$ cat src/hdl/osc_ctrl_cfg.svh
// Purpose: Offsets, field positions, keys, reset values and counts
// Assumes: APB byte addressing, one 32-bit word per register
// Notes: Definitions only
`ifndef OSC_CTRL_CFG_SVH
`define OSC_CTRL_CFG_SVH
// ==========================================================
// Register byte offsets
`define OSC_CTRL_OFS 12'h000
`define FRC_TRIM_OFS 12'h004
`define OSC_CFG_OFS 12'h008
// ==========================================================
// Control register fields
`define CUR_GRP_LSB 12
`define NXT_GRP_LSB 8
`define POST_LSB 6
`define LOCK_BIT 5
`define CF_BIT 3
`define SOSC_BIT 1
`define REQ_BIT 0
// ==========================================================
// Configuration word fields
`define SWMON_LSB 14
`define PON_GRP_LSB 8
`define PRI_SEL_LSB 0
// ==========================================================
// Unlock keys
`define LO_KEY1 8'h46
`define LO_KEY2 8'h57
`define HI_KEY1 8'h78
`define HI_KEY2 8'h9A
// ==========================================================
// Group codes and reset values
`define GRP_FRC 3'h1
`define GRP_RST 3'h0
`define POST_RST 2'h0
`define TRIM_RST 4'h0
`define CFG_RST 24'h00C000
// ==========================================================
// Timing counts
`define SYNC_SETTLE 2'h3
`define DIV_BY_4 6'h03
`define DIV_BY_16 6'h0F
`define DIV_BY_64 6'h3F
`endif

$ cat src/hdl/osc_ctrl_pkg.sv
// Purpose: Types shared by the oscillator control files
// Assumes: Constants live in osc_ctrl_cfg.svh
// Notes: Nothing here is imported; use osc_ctrl_pkg::name
package osc_ctrl_pkg;
    // ======================================================
    // Unlock sequence states
    typedef enum logic [1:0] {
        LK_IDLE,
        LK_KEY1,
        LK_OPEN
    } unlock_e;
    // ======================================================
    // Clock switch states
    typedef enum logic [0:0] {
        SW_IDLE,
        SW_BUSY
    } switch_e;
    // ======================================================
    // Control register contents
    typedef struct packed {
        logic [2:0] current_clk_group;
        logic [2:0] next_clk_group;
        logic [1:0] clk_postscale_sel;
        logic clk_fail_flag;
        logic secondary_osc_enable;
        logic clk_switch_request;
    } osc_ctrl_s;
    // ======================================================
    // Clock selection sent to the clock multiplexer
    typedef struct packed {
        logic [2:0] group;
        logic [4:0] primary_osc_select;
        logic switch_start;
        logic secondary_osc_enable;
        logic [3:0] fast_rc_trim;
    } clk_sel_s;
endpackage

$ cat src/hdl/osc_control_unlock_regs.sv
// Purpose: Protected oscillator control, trim and configuration regs
// Assumes: APB4 slave, zero wait states, fuse word is static
// Notes: Pin inputs pass two flip-flops before use
//
// Notes on behaviour
// - Low byte accepts an update only after writes 0x46 then 0x57.
// - High byte accepts an update only after writes 0x78 then 0x9A.
// - After the key pair, exactly one following access may write.
// - Current group sits in bits 14-12 and is read-only.
// - After reset release, current and next groups load the power-on group.
// - A completed switch copies the next group into current group.
// - A clock failure forces the fast RC code into current group.
// - Next group sits in bits 10-8, readable and writable.
// - Postscaler bits 7-6 divide by 1, 4, 16 or 64; reset zero.
// - Lock bit 5 is read-only, mirrors PLL lock, resets zero.
// - Fail flag bit 3 is set by the monitor, cleared by software.
// - Bit 1 enables the secondary oscillator; resets zero.
// - Bit 0 requests a switch; hardware clears it when done.
// - Bits 15, 11, 4 and 2 read zero and ignore writes.
// - Trim field bits 3-0 resets zero; upper bits read zero.
// - Config bits 15-14: 1x none, 01 switching, 00 both.
// - Config bits 10-8 give the power-on clock group.
// - Config bits 4-0 choose the option inside the primary group.
// - Clearing the request during a switch aborts it.
// - A failure sets current to fast RC, sets flag, clears request.
// - Switches move between groups; primary option comes from config.
// - With switching off, config selects; current group only reflects.
`timescale 1ns/1ps
`include "osc_ctrl_cfg.svh"
module osc_control_unlock_regs (
    input wire logic pclk,
    input wire logic presetn,
    input wire logic psel,
    input wire logic penable,
    input wire logic pwrite,
    input wire logic [11:0] paddr,
    input wire logic [31:0] pwdata,
    input wire logic [3:0] pstrb,
    output logic [31:0] prdata,
    output logic pready,
    output logic pslverr,
    input wire logic [23:0] cfg_word_in,
    input wire logic pll_lock_in,
    input wire logic clk_fail_in,
    input wire logic switch_done_in,
    output osc_ctrl_pkg::clk_sel_s clk_sel,
    output logic switch_enabled,
    output logic monitor_enabled,
    output logic sys_clk_en
);
    // ======================================================
    // Pin synchronisers
    logic [26:0] sync1_q;
    logic [26:0] sync2_q;
    logic done_prev_q;

    always_ff @(posedge pclk or negedge presetn) begin
        if (!presetn) begin
            sync1_q <= 27'h0000000;
            sync2_q <= 27'h0000000;
        end else begin
            sync1_q <= {cfg_word_in, pll_lock_in, clk_fail_in,
                        switch_done_in};
            sync2_q <= sync1_q;
        end
    end

    wire [23:0] cfg_sync = sync2_q[26:3];
    wire lock_sync = sync2_q[2];
    wire fail_sync = sync2_q[1];
    wire done_sync = sync2_q[0];

    // ======================================================
    // Configuration capture after reset release
    logic [1:0] settle_q;
    logic [23:0] cfg_q;
    wire settled = (settle_q == `SYNC_SETTLE);
    wire init_load = (settle_q == `SYNC_SETTLE - 2'h1);

    always_ff @(posedge pclk or negedge presetn) begin
        if (!presetn) begin
            settle_q <= 2'h0;
        end else if (!settled) begin
            settle_q <= settle_q + 2'h1;
        end
    end

    always_ff @(posedge pclk or negedge presetn) begin
        if (!presetn) begin
            cfg_q <= `CFG_RST;
        end else if (init_load) begin
            cfg_q <= cfg_sync;
        end
    end

    wire [1:0] swmon_cfg = cfg_q[`SWMON_LSB +: 2];
    wire [2:0] pon_group = cfg_q[`PON_GRP_LSB +: 3];
    wire [4:0] pri_select = cfg_q[`PRI_SEL_LSB +: 5];
    wire sw_on = settled && !swmon_cfg[1];
    wire mon_on = settled && (swmon_cfg == 2'h0);

    // ======================================================
    // APB decode
    wire access = psel && penable;
    wire wr_acc = access && pwrite;
    wire sel_ctrl = (paddr == `OSC_CTRL_OFS);
    wire sel_trim = (paddr == `FRC_TRIM_OFS);
    wire sel_cfg = (paddr == `OSC_CFG_OFS);
    wire mapped = sel_ctrl || sel_trim || sel_cfg;
    wire ctrl_lo_wr = wr_acc && sel_ctrl && pstrb[0];
    wire ctrl_hi_wr = wr_acc && sel_ctrl && pstrb[1];
    wire trim_wr = wr_acc && sel_trim && pstrb[0];
    logic lo_commit;
    logic hi_commit;

    assign pready = 1'b1;
    assign pslverr = access && !mapped;

    // ======================================================
    // Unlock sequences for the low and high byte lanes
    osc_unlock_seq #(
        .KEY1(`LO_KEY1),
        .KEY2(`LO_KEY2)
    ) u_lo_unlock (
        .pclk(pclk),
        .presetn(presetn),
        .access(access),
        .lane_write(ctrl_lo_wr),
        .lane_data(pwdata[7:0]),
        .commit(lo_commit)
    );

    osc_unlock_seq #(
        .KEY1(`HI_KEY1),
        .KEY2(`HI_KEY2)
    ) u_hi_unlock (
        .pclk(pclk),
        .presetn(presetn),
        .access(access),
        .lane_write(ctrl_hi_wr),
        .lane_data(pwdata[15:8]),
        .commit(hi_commit)
    );

    // ======================================================
    // Clock switch sequencer
    osc_ctrl_pkg::osc_ctrl_s ctl_q, ctl_d;
    osc_ctrl_pkg::switch_e sw_q, sw_d;
    logic [3:0] trim_q;
    logic lock_q;

    wire done_pulse = done_sync && !done_prev_q;
    wire fail_event = mon_on && fail_sync;
    wire req_clear_wr = lo_commit && !pwdata[`REQ_BIT];
    wire req_set_wr = lo_commit && pwdata[`REQ_BIT];

    always_ff @(posedge pclk or negedge presetn) begin
        if (!presetn) begin
            done_prev_q <= 1'b0;
        end else begin
            done_prev_q <= done_sync;
        end
    end

    always_comb begin
        sw_d = sw_q;
        case (sw_q)
            osc_ctrl_pkg::SW_IDLE: begin
                if (ctl_q.clk_switch_request && sw_on && !fail_event) begin
                    sw_d = osc_ctrl_pkg::SW_BUSY;
                end
            end
            default: begin
                if (fail_event || req_clear_wr || !sw_on) begin
                    sw_d = osc_ctrl_pkg::SW_IDLE;
                end else if (done_pulse) begin
                    sw_d = osc_ctrl_pkg::SW_IDLE;
                end
            end
        endcase
    end

    wire sw_complete = (sw_q == osc_ctrl_pkg::SW_BUSY) && done_pulse
                       && !fail_event && !req_clear_wr && sw_on;

    // ======================================================
    // Control register next value
    always_comb begin
        ctl_d = ctl_q;
        if (init_load) begin
            ctl_d.current_clk_group = cfg_sync[`PON_GRP_LSB +: 3];
            ctl_d.next_clk_group = cfg_sync[`PON_GRP_LSB +: 3];
        end
        if (hi_commit) begin
            ctl_d.next_clk_group = pwdata[`NXT_GRP_LSB +: 3];
        end
        if (lo_commit) begin
            ctl_d.clk_postscale_sel = pwdata[`POST_LSB +: 2];
            ctl_d.secondary_osc_enable = pwdata[`SOSC_BIT];
            if (!pwdata[`CF_BIT]) begin
                ctl_d.clk_fail_flag = 1'b0;
            end
            ctl_d.clk_switch_request = req_set_wr && sw_on;
        end
        if (settled && !sw_on) begin
            ctl_d.current_clk_group = pon_group;
            ctl_d.clk_switch_request = 1'b0;
        end
        if (sw_complete) begin
            ctl_d.current_clk_group = ctl_q.next_clk_group;
            ctl_d.clk_switch_request = 1'b0;
        end
        if (fail_event) begin
            ctl_d.current_clk_group = `GRP_FRC;
            ctl_d.clk_fail_flag = 1'b1;
            ctl_d.clk_switch_request = 1'b0;
        end
    end

    always_ff @(posedge pclk or negedge presetn) begin
        if (!presetn) begin
            ctl_q <= '{current_clk_group: `GRP_RST,
                       next_clk_group: `GRP_RST,
                       clk_postscale_sel: `POST_RST,
                       clk_fail_flag: 1'b0,
                       secondary_osc_enable: 1'b0,
                       clk_switch_request: 1'b0};
            sw_q <= osc_ctrl_pkg::SW_IDLE;
        end else begin
            ctl_q <= ctl_d;
            sw_q <= sw_d;
        end
    end

    // ======================================================
    // Trim register and lock status
    always_ff @(posedge pclk or negedge presetn) begin
        if (!presetn) begin
            trim_q <= `TRIM_RST;
            lock_q <= 1'b0;
        end else begin
            if (trim_wr) begin
                trim_q <= pwdata[3:0];
            end
            lock_q <= lock_sync;
        end
    end

    // ======================================================
    // Read data assembly
    function automatic logic [31:0] ctrl_word(
        input osc_ctrl_pkg::osc_ctrl_s c,
        input logic lock
    );
        logic [31:0] w;
        w = 32'h00000000;
        w[`CUR_GRP_LSB +: 3] = c.current_clk_group;
        w[`NXT_GRP_LSB +: 3] = c.next_clk_group;
        w[`POST_LSB +: 2] = c.clk_postscale_sel;
        w[`LOCK_BIT] = lock;
        w[`CF_BIT] = c.clk_fail_flag;
        w[`SOSC_BIT] = c.secondary_osc_enable;
        w[`REQ_BIT] = c.clk_switch_request;
        return w;
    endfunction

    wire [31:0] ctrl_rd = ctrl_word(ctl_q, lock_q);
    wire [31:0] trim_rd = {28'h0000000, trim_q};
    wire [31:0] cfg_rd = {16'h0000, cfg_q[15:14], 3'h0, cfg_q[10:8],
                          3'h0, cfg_q[4:0]};
    wire [31:0] rd_mux = sel_ctrl ? ctrl_rd
                       : sel_trim ? trim_rd
                       : sel_cfg ? cfg_rd
                       : 32'h00000000;

    always_ff @(posedge pclk or negedge presetn) begin
        if (!presetn) begin
            prdata <= 32'h00000000;
        end else if (psel && !penable && !pwrite) begin
            prdata <= rd_mux;
        end
    end

    // ======================================================
    // Postscaled system clock enable
    osc_postscaler u_post (
        .pclk(pclk),
        .presetn(presetn),
        .sel(ctl_q.clk_postscale_sel),
        .clk_en(sys_clk_en)
    );

    // ======================================================
    // Clock selection outputs
    always_ff @(posedge pclk or negedge presetn) begin
        if (!presetn) begin
            clk_sel <= '0;
            switch_enabled <= 1'b0;
            monitor_enabled <= 1'b0;
        end else begin
            clk_sel.group <= (sw_q == osc_ctrl_pkg::SW_BUSY)
                             ? ctl_q.next_clk_group
                             : ctl_q.current_clk_group;
            clk_sel.primary_osc_select <= pri_select;
            clk_sel.switch_start <= (sw_q == osc_ctrl_pkg::SW_BUSY);
            clk_sel.secondary_osc_enable <= ctl_q.secondary_osc_enable;
            clk_sel.fast_rc_trim <= trim_q;
            switch_enabled <= sw_on;
            monitor_enabled <= mon_on;
        end
    end
endmodule

$ cat src/hdl/osc_postscaler.sv
// Purpose: Divides the system clock rate into an enable pulse
// Assumes: Selection changes take effect at once; the count is compared with the new limit
// Notes: Code 00 gives an enable every cycle
`timescale 1ns/1ps
`include "osc_ctrl_cfg.svh"
module osc_postscaler (
    input wire logic pclk,
    input wire logic presetn,
    input wire logic [1:0] sel,
    output logic clk_en
);
    logic [5:0] cnt_q;
    logic [5:0] limit;

    // ======================================================
    // Division limits
    always_comb begin
        case (sel)
            2'h3: limit = `DIV_BY_64;
            2'h2: limit = `DIV_BY_16;
            2'h1: limit = `DIV_BY_4;
            default: limit = 6'h00;
        endcase
    end

    wire wrap = (cnt_q >= limit);
    assign clk_en = wrap;

    always_ff @(posedge pclk or negedge presetn) begin
        if (!presetn) begin
            cnt_q <= 6'h00;
        end else begin
            cnt_q <= wrap ? 6'h00 : cnt_q + 6'h01;
        end
    end
endmodule

$ cat src/hdl/osc_unlock_seq.sv
// Purpose: Two-key unlock for one byte lane of the control register
// Assumes: Events come from completed APB accesses
// Notes: Any completed access that breaks the pattern restarts it
`timescale 1ns/1ps
module osc_unlock_seq #(
    parameter logic [7:0] KEY1 = 8'h00,
    parameter logic [7:0] KEY2 = 8'h00
) (
    input wire logic pclk,
    input wire logic presetn,
    input wire logic access,
    input wire logic lane_write,
    input wire logic [7:0] lane_data,
    output logic commit
);
    osc_ctrl_pkg::unlock_e state_q, state_d;
    wire key1_hit = lane_write && (lane_data == KEY1);
    wire key2_hit = lane_write && (lane_data == KEY2);

    // ======================================================
    // Window is open for exactly one access after the pair
    assign commit = access && lane_write
                    && (state_q == osc_ctrl_pkg::LK_OPEN);

    always_comb begin
        state_d = state_q;
        if (access) begin
            case (state_q)
                osc_ctrl_pkg::LK_IDLE: begin
                    state_d = key1_hit ? osc_ctrl_pkg::LK_KEY1
                                       : osc_ctrl_pkg::LK_IDLE;
                end
                osc_ctrl_pkg::LK_KEY1: begin
                    state_d = key2_hit ? osc_ctrl_pkg::LK_OPEN
                                       : osc_ctrl_pkg::LK_IDLE;
                end
                default: begin
                    state_d = osc_ctrl_pkg::LK_IDLE;
                end
            endcase
        end
    end

    always_ff @(posedge pclk or negedge presetn) begin
        if (!presetn) begin
            state_q <= osc_ctrl_pkg::LK_IDLE;
        end else begin
            state_q <= state_d;
        end
    end
endmodule
$ cat config.mk
export PLATFORM = sky130hd
export DESIGN_NAME = osc_control_unlock_regs
export DESIGN_NICKNAME = d
export VERILOG_FILES = /design/src/hdl/osc_ctrl_pkg.sv /design/src/hdl/osc_control_unlock_regs.sv /design/src/hdl/osc_postscaler.sv /design/src/hdl/osc_unlock_seq.sv
export VERILOG_INCLUDE_DIRS = /design/src /design/src/hdl
export SDC_FILE = /design/constraint.sdc
export NUM_CORES = 1
export LEC_CHECK = 0
export ABC_AREA = 1
export BUFFER_PORTS_ARGS = -buffer_cell sky130_fd_sc_hd__buf_4
export CELL_PAD_IN_SITES_DETAIL_PLACEMENT = 2
export CELL_PAD_IN_SITES_GLOBAL_PLACEMENT = 2
export CORE_MARGIN = 2
export CORE_UTILIZATION = 31
export CTS_BUF_LIST = sky130_fd_sc_hd__clkbuf_4
export CTS_CLUSTER_SIZE = 14
export DETAILED_ROUTE_END_ITERATION = 12
export PLACE_DENSITY_LB_ADDON = 0.1
export SLEW_MARGIN = 20
export SYNTH_ARGS = -nofsm -noshare
export SYNTH_HDL_FRONTEND = slang
export SYNTH_SLANG_ARGS = --single-unit
$ cat constraint.sdc
create_clock -name pclk -period 2.1 [get_ports pclk]
set_input_delay 0.315 -clock pclk [delete_from_list [all_inputs] [get_ports pclk]]
set_output_delay 0.315 -clock pclk [all_outputs]
set_load 0.05 [all_outputs]
---- Word-level counts from Yosys, hierarchy flattened ----
Cells that the tools add are included.
word-level totals
  bits in registers ....................... 132
  input port bits ......................... 80
  output and inout bits ................... 51
  word-level logic and storage cells ...... 125
cells by class
  eq/ne operators ......................... 16
  magnitude comparators ................... 1
  add/sub/neg operators ................... 2
  reduce and logical (&&, ||, !) cells .... 54
  muxes and demuxes ....................... 27
operator list
  operator               number
  $mux W16               3
  $logic_and A1 B1 Y1    32
  $eq A8 B7 Y1 const B   3
  $mux W3                6
  $pmux W6 S3            1
  $eq A12 B3 Y1 const B  1
  $eq A12 B4 Y1 const B  1
  $eq A2 B2 Y1 const B   6
  $logic_not A12 Y1      1
  $mux W6                2
  $mux W1                11
  $logic_not A1 Y1       9
  $eq A8 B8 Y1 const B   1
  $pmux W2 S2            2
  $reduce_bool A4 Y1     2
  $add A6 B1 Y6 const B  1
  $eq A2 B1 Y1 const B   3
  $ge A6 B6 Y1           1
  $logic_not A2 Y1       3
  $logic_or A1 B1 Y1     4
  $mux W2                2
  $reduce_bool A2 Y1     2
  $add A2 B1 Y2 const B  1
  $ne A2 B1 Y1 const B   1
  $reduce_and A2 Y1      1

---- Depth between registers and ports, before layout ----
Gate-level depths: netlist of the first run.
  word-level depth ........................ 12
  mapped depth ............................ 11
  gate-level depth less buffers ........... 11

---- Cells and area by module ----
From an unflattened synthesis of the first run, not the netlist that was laid out.
unflattened totals
  cells, all modules ...................... 474
  area, all modules ....................... 4,287.9 sq um
modules (own cells, without submodules)
  module                        seq. area each (sq um)  area an instance (sq um)  instances  cells each
  osc_control_unlock_regs       2,179.6                 3,520.9                   1          353
  osc_postscaler                150.1                   429.2                     1          56
  osc_unlock_seq (u_hi_unlock)  50.0                    168.9                     1          32
  osc_unlock_seq (u_lo_unlock)  50.0                    168.9                     1          33

---- Worst setup path before layout of the first run ----
No wires, ideal clock.
  path type ............................... input -> output
  start ................................... input paddr[11]
  end ..................................... output pslverr
  required time ........................... 1,785 ps
  slack ................................... -445 ps
  stages on the path ...................... 6
  arrival time ............................ 2,230 ps
  buffers on the path ..................... 0
  cells stage by stage .................... nor2_1 nand2_1 nor2_4 nand2_4 inv_1 nor4_1
on the way
  cells in the longest elaborated chain, start to end .. 5
  elaborated cells between the ends (all ways) .. 7
  those cells by class .................... eq/ne (2); reduce/logical (5)
ends and longest elaborated chain
  what                                                                        RTL line                        source
  start: declaration                                                          osc_control_unlock_regs.sv:36   input wire logic [11:0] paddr,
  $eq A12 B3 Y1 (no source line) / $logic_not A12 Y1 (equally long branches)  --
  $logic_or A1 B1 Y1                                                          osc_control_unlock_regs.sv:109  wire mapped = sel_ctrl || sel_trim || sel_cfg;
  $logic_or A1 B1 Y1 *                                                        osc_control_unlock_regs.sv:109
  $logic_not A1 Y1 *                                                          osc_control_unlock_regs.sv:117  assign pslverr = access && !mapped;
  $logic_and A1 B1 Y1 *                                                       osc_control_unlock_regs.sv:117
  end: declaration                                                            osc_control_unlock_regs.sv:41   output logic pslverr,
Every way passes the cells marked *; elsewhere a longest branch is shown, timed or not.

---- Final worst setup path of the first run ----
  start ................................... register ctl_q[4] (netlist name)
  end ..................................... output sys_clk_en
on the way
  cells in the longest elaborated chain, start to end .. 3
  elaborated cells between the ends (all ways) .. 5
  those cells by class .................... order compare (1); eq/ne (3); mux (1)
ends and longest elaborated chain
  what                                                 RTL line                        source
  start: declaration                                   osc_control_unlock_regs.sv:147  osc_ctrl_pkg::osc_ctrl_s ctl_q, ctl_d;
  start signal: assignment                             osc_control_unlock_regs.sv:222  ctl_q <= '{current_clk_group: `GRP_RST,
  start signal: assignment                             osc_control_unlock_regs.sv:230  ctl_q <= ctl_d;
  $eq A2 B1 Y1 / $eq A2 B2 Y1 (equally long branches)  osc_postscaler.sv:18            case (sel)
  $pmux W6 S3 *                                        osc_postscaler.sv:18
  $ge A6 B6 Y1 *                                       osc_postscaler.sv:26            wire wrap = (cnt_q >= limit);
  end: declaration                                     osc_control_unlock_regs.sv:49   output logic sys_clk_en
Marked as above.

==> metrics.yaml, run 1 <==
synth:
  synth_top_area_share_pct: 58.5
  syn_area_um2: 4060
  synthTopCellsByArea: "dfrtp_1 59%, nand2_1 7.9%, inv_1 4.4%"
  avgSynthCellArea_um2: 10.1
  synthTopCellsByCount: "95 x dfrtp_1, 85 x nand2_1, 48 x inv_1, 29 x o21ai_0, 19 x nor2_1"
  yosysMostFrequentCell: "dfrtp_1"
  syn-instance-count: 403
  synth_seq_area_share_pct: 59.8
  synth_edf_count: 0
  synth_top_area_cell: "dfrtp_1"
  ys_async_sr_fraction_pct: 100
  ys.flop_type: "dfrtp_1"
  ys_types: 40
  ys.warnings.count: 0
  ys_seq_elements: 97
clocking:
  ctsHtreeMaxLevel: 3
  cts_made_buffers: 9
  cts_buffer_depth: 2
  insertion_delay_ns: 0.48
  numClockSinks: 97
  root_buffer: "clkbuf_4"
  path_clk_slew_ns: 0.16
  cts_tree: "yes"
run_status:
  status: "finished with violations"
  violations: "setup timing"
floorplanning:
  row_count: 41
  pin_count: 131
  dieArea_um2: 14000
  die_width_um: 118
  die_h_um: 118
  core_um2: 12700
  initial_core_util_pct: 31.9
layout:
  finalNetCount: 598
  drive_gt1_share_pct: 24.9
  fin_util_pct: 41.0
  num_antenna_cells: 0
  area_delta_synth_final_pct: 28.5
  final_cell_area_um2: 5220
sta:
  skew_ns: 0.0158
  finalHoldViolations: 0
  tightest_slew_ns: 0.534
  rsz0062_at_grt: "true"
  setup_violations: 1
  max-slew-margin-rel_pct: 64.1
  period_needed_ns: 2.27
  period_share_pct: 108
  setup_tns_ns: -0.169
  drv_slew: 0
  max_freq_ghz: 0.441
  fin_ws_ns: -0.169
place:
  gp_congestion: 0.720
  place_hpwl_um: 8380
  place_area_um2: 4880
  io_buffers: 80
  pre_cts_ws_ns: 0.175
worst_setup_path:
  critical_path.startpoint_type: "register"
  crit_start: "ctl_q[4]"
  crit_family: "flip-flops"
  slowest_delay_ns: 0.43
  r2r_start: "settle_q[0]"
  crit_chain: "nor2_2 > ha_1 > inv_1 > nor2_1 > o211ai_1 > o2111ai_2 > buf_6"
  r2r_setup_slack_ns: 0.19
  critPathMaxFanout: 3
  required_ns: 1.78
  cp_num_buf_inv: 2
  arrival_ns: 1.95
  crit_type: "register to output pin"
  cp-end-kind: "output pin"
  slowest_stage: "dfrtp_1"
power_and_ir_drop:
  ir_worst_vdd_v: 0.000360
  p_leak_nw: 2.63
  power_mw: 4.14
  cellPowerDensity_nw_per_um2: 794
route:
  routedWlPerCell_um: 16.2
  route.detailed.drc: 0
  vias_per_cell: 4.57
  vias: 3137
  antenna_left: 0
  drtIter0Drc: 138
  drt-pass1-iter-count: 4
  drt-total-wl_um: 11100
grt:
  grt_use_met2_pct: 27.4
  use_met3_pct: 3.72
  globalRouteTotalUtil_pct: 17.0
  grt_pass1_vias: 3521
  grt.met1_usage_pct: 22.5
  grt_pass1_wl_um: 18500
  grt-busiest-layer: "met2"
  grt-ovfl-total: 0
  grt_max_degree: 40
  antenna_found_initial: 0
job:
  max-cap-violations: 0
min_path:
  hp-class: "primary input to register"
  hold_path.startpoint: "pwdata[7]"
stage by stage:
step           hold slack [ns]  instances
6_report                0.0418        686
5_1_grt                 0.0473        686
4_1_cts                0.00851        685
3_5_place_dp             0.315        655
3_3_place_gp             0.306        655
2_1_floorplan           0.0194        419
layout make-up:
type                    instances  area (um2)
well taps                     172         215
clock buffers                  10        75.1
inverters                      50         188
clock inverters                 6         113
fillers                      1446        7500
repair buffers                103         837
multi-input cells             248        1360
flip-flops and latches         97        2430
tightest hold or removal path: stages:
cell	delay [ns]
buf_4	0.09
nand2_1	0.04
o21ai_0	0.06
registers in the layout, indices dropped and copies added (netlist names):
signal and cells:
cfg_q 10, clk_sel 14, ctl_q 11, done_prev_q 1
lock_q 1, monitor_enabled 1, prdata 15, settle_q 2
sw_q 1, switch_enabled 1, sync1_q 13, sync2_q 13
trim_q 4, u_hi_unlock.state_q 2, u_lo_unlock.state_q 2, u_post.cnt_q 6
routing by layer:
layer  wire length [um]  share of wire [%]
met5                  0                  0
met2               5360                 48
met4                171                1.5
met1               5090                 46
met3                501                4.5
cells by family (layout without fill, tap and decap cells):
logic type / Yosys count / after routing / synth area share (%)
xor+xnor: 3 / 3 / 0.647
compound gates: 62 / 62 / 8.90
buf+inv: 74 / 169 / 8.53
flops: 97 / 97 / 59.8
simple gates: 156 / 156 / 19.1
other cells: 2 / 18 / 0.185
fa+ha+maj: 9 / 9 / 2.77
path summary, 6_finish.rpt:
kind / to / cells after the start
min in group asynchronous: u_post.cnt_q[2] / 2
max in group asynchronous: clk_sel[7] / 3
setup / recovery: sys_clk_en / 7
hold reg to reg: sync2_q[11] / 0
hold / removal: ctl_q[4] / 3
setup reg to reg: ctl_q[8] / 11
report_power, final:
group | internal (mW) | switching, mW
clock | 0.623 | 0.659
combinational | 0.288 | 0.505
sequential | 1.99 | 0.0776
total | 2.90 | 1.24
cell usage in the layout, fill, tap and decap left out, drive strengths merged, types with 2 or more instances in the layout:
| cell | n |
|---|---|
| a21oi | 7 |
| buf | 89 |
| bufinv | 3 |
| clkbuf | 10 |
| conb | 18 |
| dfrtp | 95 |
| dfstp | 2 |
| dlygate4sd3 | 14 |
| ha | 9 |
| inv | 52 |
| nand2 | 89 |
| nand3 | 21 |
| nand4 | 8 |
| nor2 | 24 |
| nor3 | 3 |
| nor3b | 3 |
| nor4 | 5 |
| o21a | 4 |
| o21ai | 39 |
| o221ai | 4 |
| o31ai | 5 |
| or2 | 2 |
| xnor2 | 2 |
repair_timing:
| item | in CTS | in global routing |
|---|---|---|
| hold buffers | 14 | 0 |
| endpoints found under the setup margin | 1 | 1 |
| resized for setup | 2 | 0 |
| endpoints found under the hold margin | 46 | 0 |
| setup buffers | 0 | 1 |
No activity file was read; power rests on OpenSTA's default activity.
==> inputs of run 2 (changes only) <==
MAX_ROUTING_LAYER = met4   (was unset)
==> run 2 against run 1 <==
  * First-iteration DRC count up 1.4%
  * Fmax up 0.70%
  * The run still ends with setup timing left
  * Sequential power about the same
  * Clock power about the same
  * Hold slack better by 0.0015 ns
  * Die area unchanged
==> metrics.yaml, run 2 (synthesis results as in run 1) <==
clocking:
  numClockSinks: 97  # unchanged
  cts_tree: "yes"
  root_buffer: "clkbuf_4"
  cts_made_buffers: 9  # unchanged
  path_clk_slew_ns: 0.16  # about the same
  insertion_delay_ns: 0.48  # about the same
  ctsHtreeMaxLevel: 3  # unchanged
  cts_buffer_depth: 2  # unchanged
grt:
  grt_pass1_wl_um: 18500  # about the same
  antenna_found_initial: 0  # unchanged
  grt-ovfl-total: 0  # unchanged
  grt_max_degree: 40  # unchanged
  globalRouteTotalUtil_pct: 17.5  # +0.49 points
  grt_pass1_vias: 3525  # +0.11%
power_and_ir_drop:
  p_leak_nw: 2.63  # unchanged
  power_mw: 4.14  # about the same
  cellPowerDensity_nw_per_um2: 793  # about the same
  ir_worst_vdd_v: 0.000360  # about the same
sta:
  tightest_slew_ns: 0.532  # -0.00175 ns
  finalHoldViolations: 0  # unchanged
  setup_violations: 1  # unchanged
  period_share_pct: 107  # -0.75 points
  rsz0062_at_grt: "true"
  drv_slew: 0  # unchanged
  max_freq_ghz: 0.444  # +0.70%
  skew_ns: 0.0158  # -0.0000773 ns
  max-slew-margin-rel_pct: 64.2  # +0.12 points
  period_needed_ns: 2.25  # -0.0158 ns
  fin_ws_ns: -0.154  # +0.0158 ns
layout:
  n_fill_cell: 1446  # unchanged
  largest_reg_flops: 15  # unchanged
  area_delta_synth_final_pct: 28.5  # unchanged
  num_antenna_cells: 0  # unchanged
  fin_util_pct: 41.0  # unchanged
  seqCellArea_um2: 2430  # unchanged
  finalNetCount: 598  # unchanged
  reg.largest.list: "prdata: 15 flops, clk_sel: 14 flops"
  regMostFlops: "prdata"
  final_cell_mix: "95 x dfrtp_1, 86 x buf_4, 85 x nand2_1"
  final_common_cell: "dfrtp_1"
  drive_gt1_share_pct: 24.9  # unchanged
  final_cells: 686  # unchanged
  multiInputGateArea_um2: 1360  # unchanged
floorplanning:
  row_count: 41  # unchanged
  core_um2: 12700  # unchanged
  initial_core_util_pct: 31.9  # unchanged
  die_width_um: 118  # unchanged
  die_h_um: 118  # unchanged
  dieArea_um2: 14000  # unchanged
  pin_count: 131  # unchanged
place:
  placed_cells: 655  # unchanged
  place_hpwl_um: 8380  # unchanged
  io_buffers: 80  # unchanged
  pre_cts_ws_ns: 0.175  # unchanged
  gp_congestion: 0.728  # +1.2%
route:
  route.detailed.drc: 0  # unchanged
  vias_per_cell: 4.60  # +0.61%
  drt-total-wl_um: 11200  # +0.37%
  vias: 3156  # +0.61%
  antenna_left: 0  # unchanged
  drt-pass1-iter-count: 4  # unchanged
  routedWlPerCell_um: 16.3  # +0.37%
  drtIter0Drc: 140  # +1.4%
worst_setup_path:
  required_ns: 1.78  # about the same
  critical_path.startpoint_type: "register"
  crit_type: "register to output pin"
  arrival_ns: 1.94  # about the same
  cp-end-kind: "output pin"
  r2r_setup_slack_ns: 0.17  # -0.02 ns
  critPathMaxFanout: 3  # unchanged
run_status:
  violations: "setup timing"
  status: "finished with violations"
min_path:
  hp-class: "primary input to register"
job:
  max-cap-violations: 0  # unchanged
run 2: cell type report:
type                       count  area share (%)
multi-input combinational    248            26.1
inverter                      50            3.60
sequential                    97            46.6
tap                          172            4.12
timing repair buffer         103            16.0
clock inverter                 6            2.16
clock buffer                  10            1.44
run 2: worst paths after layout:
kind	cells after the start	endpoint	start
setup / recovery	7	sys_clk_en	ctl_q[4]
hold / removal	3	ctl_q[4]	pwdata[7]
setup reg to reg	11	ctl_q[8]	settle_q[0]
hold reg to reg	0	sync2_q[11]	sync1_q[11]
max in group asynchronous	3	prdata[5]	presetn
min in group asynchronous	2	u_post.cnt_q[2]	presetn
run 2: worst max-delay path, cell delays in order, from the launching register on:
cell and delay (ns):
dfrtp_1 0.43, nor2_2 0.14, ha_1 0.26, inv_1 0.06
nor2_1 0.03, o211ai_1 0.17, o2111ai_2 0.16, buf_6 0.19
run 2: routing by layer:
| layer | vias up | track usage, % | routed length [um] |
|---|---|---|---|
| li1 | 1484 | - | - |
| met1 | 1586 | 22.7 | 5280 |
| met2 | 74 | 27.3 | 5280 |
| met3 | 12 | 3.52 | 435 |
| met4 | 0 | 6.25 | 172 |
| met5 | - | - | 0 |
run 2: power breakdown:
part | internal, mW | total [mW] | switching (mW) | leakage, nW
Combinational | 0.288 | 0.792 | 0.504 | 1.34
Clock | 0.623 | 1.28 | 0.658 | 0.101
Sequential | 1.99 | 2.07 | 0.0778 | 1.19
Total | 2.90 | 4.14 | 1.24 | 2.63
run 2: repair_timing:
action / 4_1_cts / 5_1_grt
buffers inserted: 0 / 1
endpoints found under the hold margin: 46 / 0
resized for setup: 2 / 0
setup endpoints to repair: 1 / 1
hold buffers: 14 / 0
run 2: stage by stage:
step | TNS [ns] | hold WS (ns) | area, um2
3_5_place_dp | 0 | 0.315 | 4880
2_1_floorplan | 0 | 0.0194 | 4130
5_1_grt | -0.306 | 0.0473 | 5220
3_3_place_gp | 0 | 0.306 | 4880
4_1_cts | -0.217 | 0.00851 | 5210
6_report | -0.154 | 0.0433 | 5220
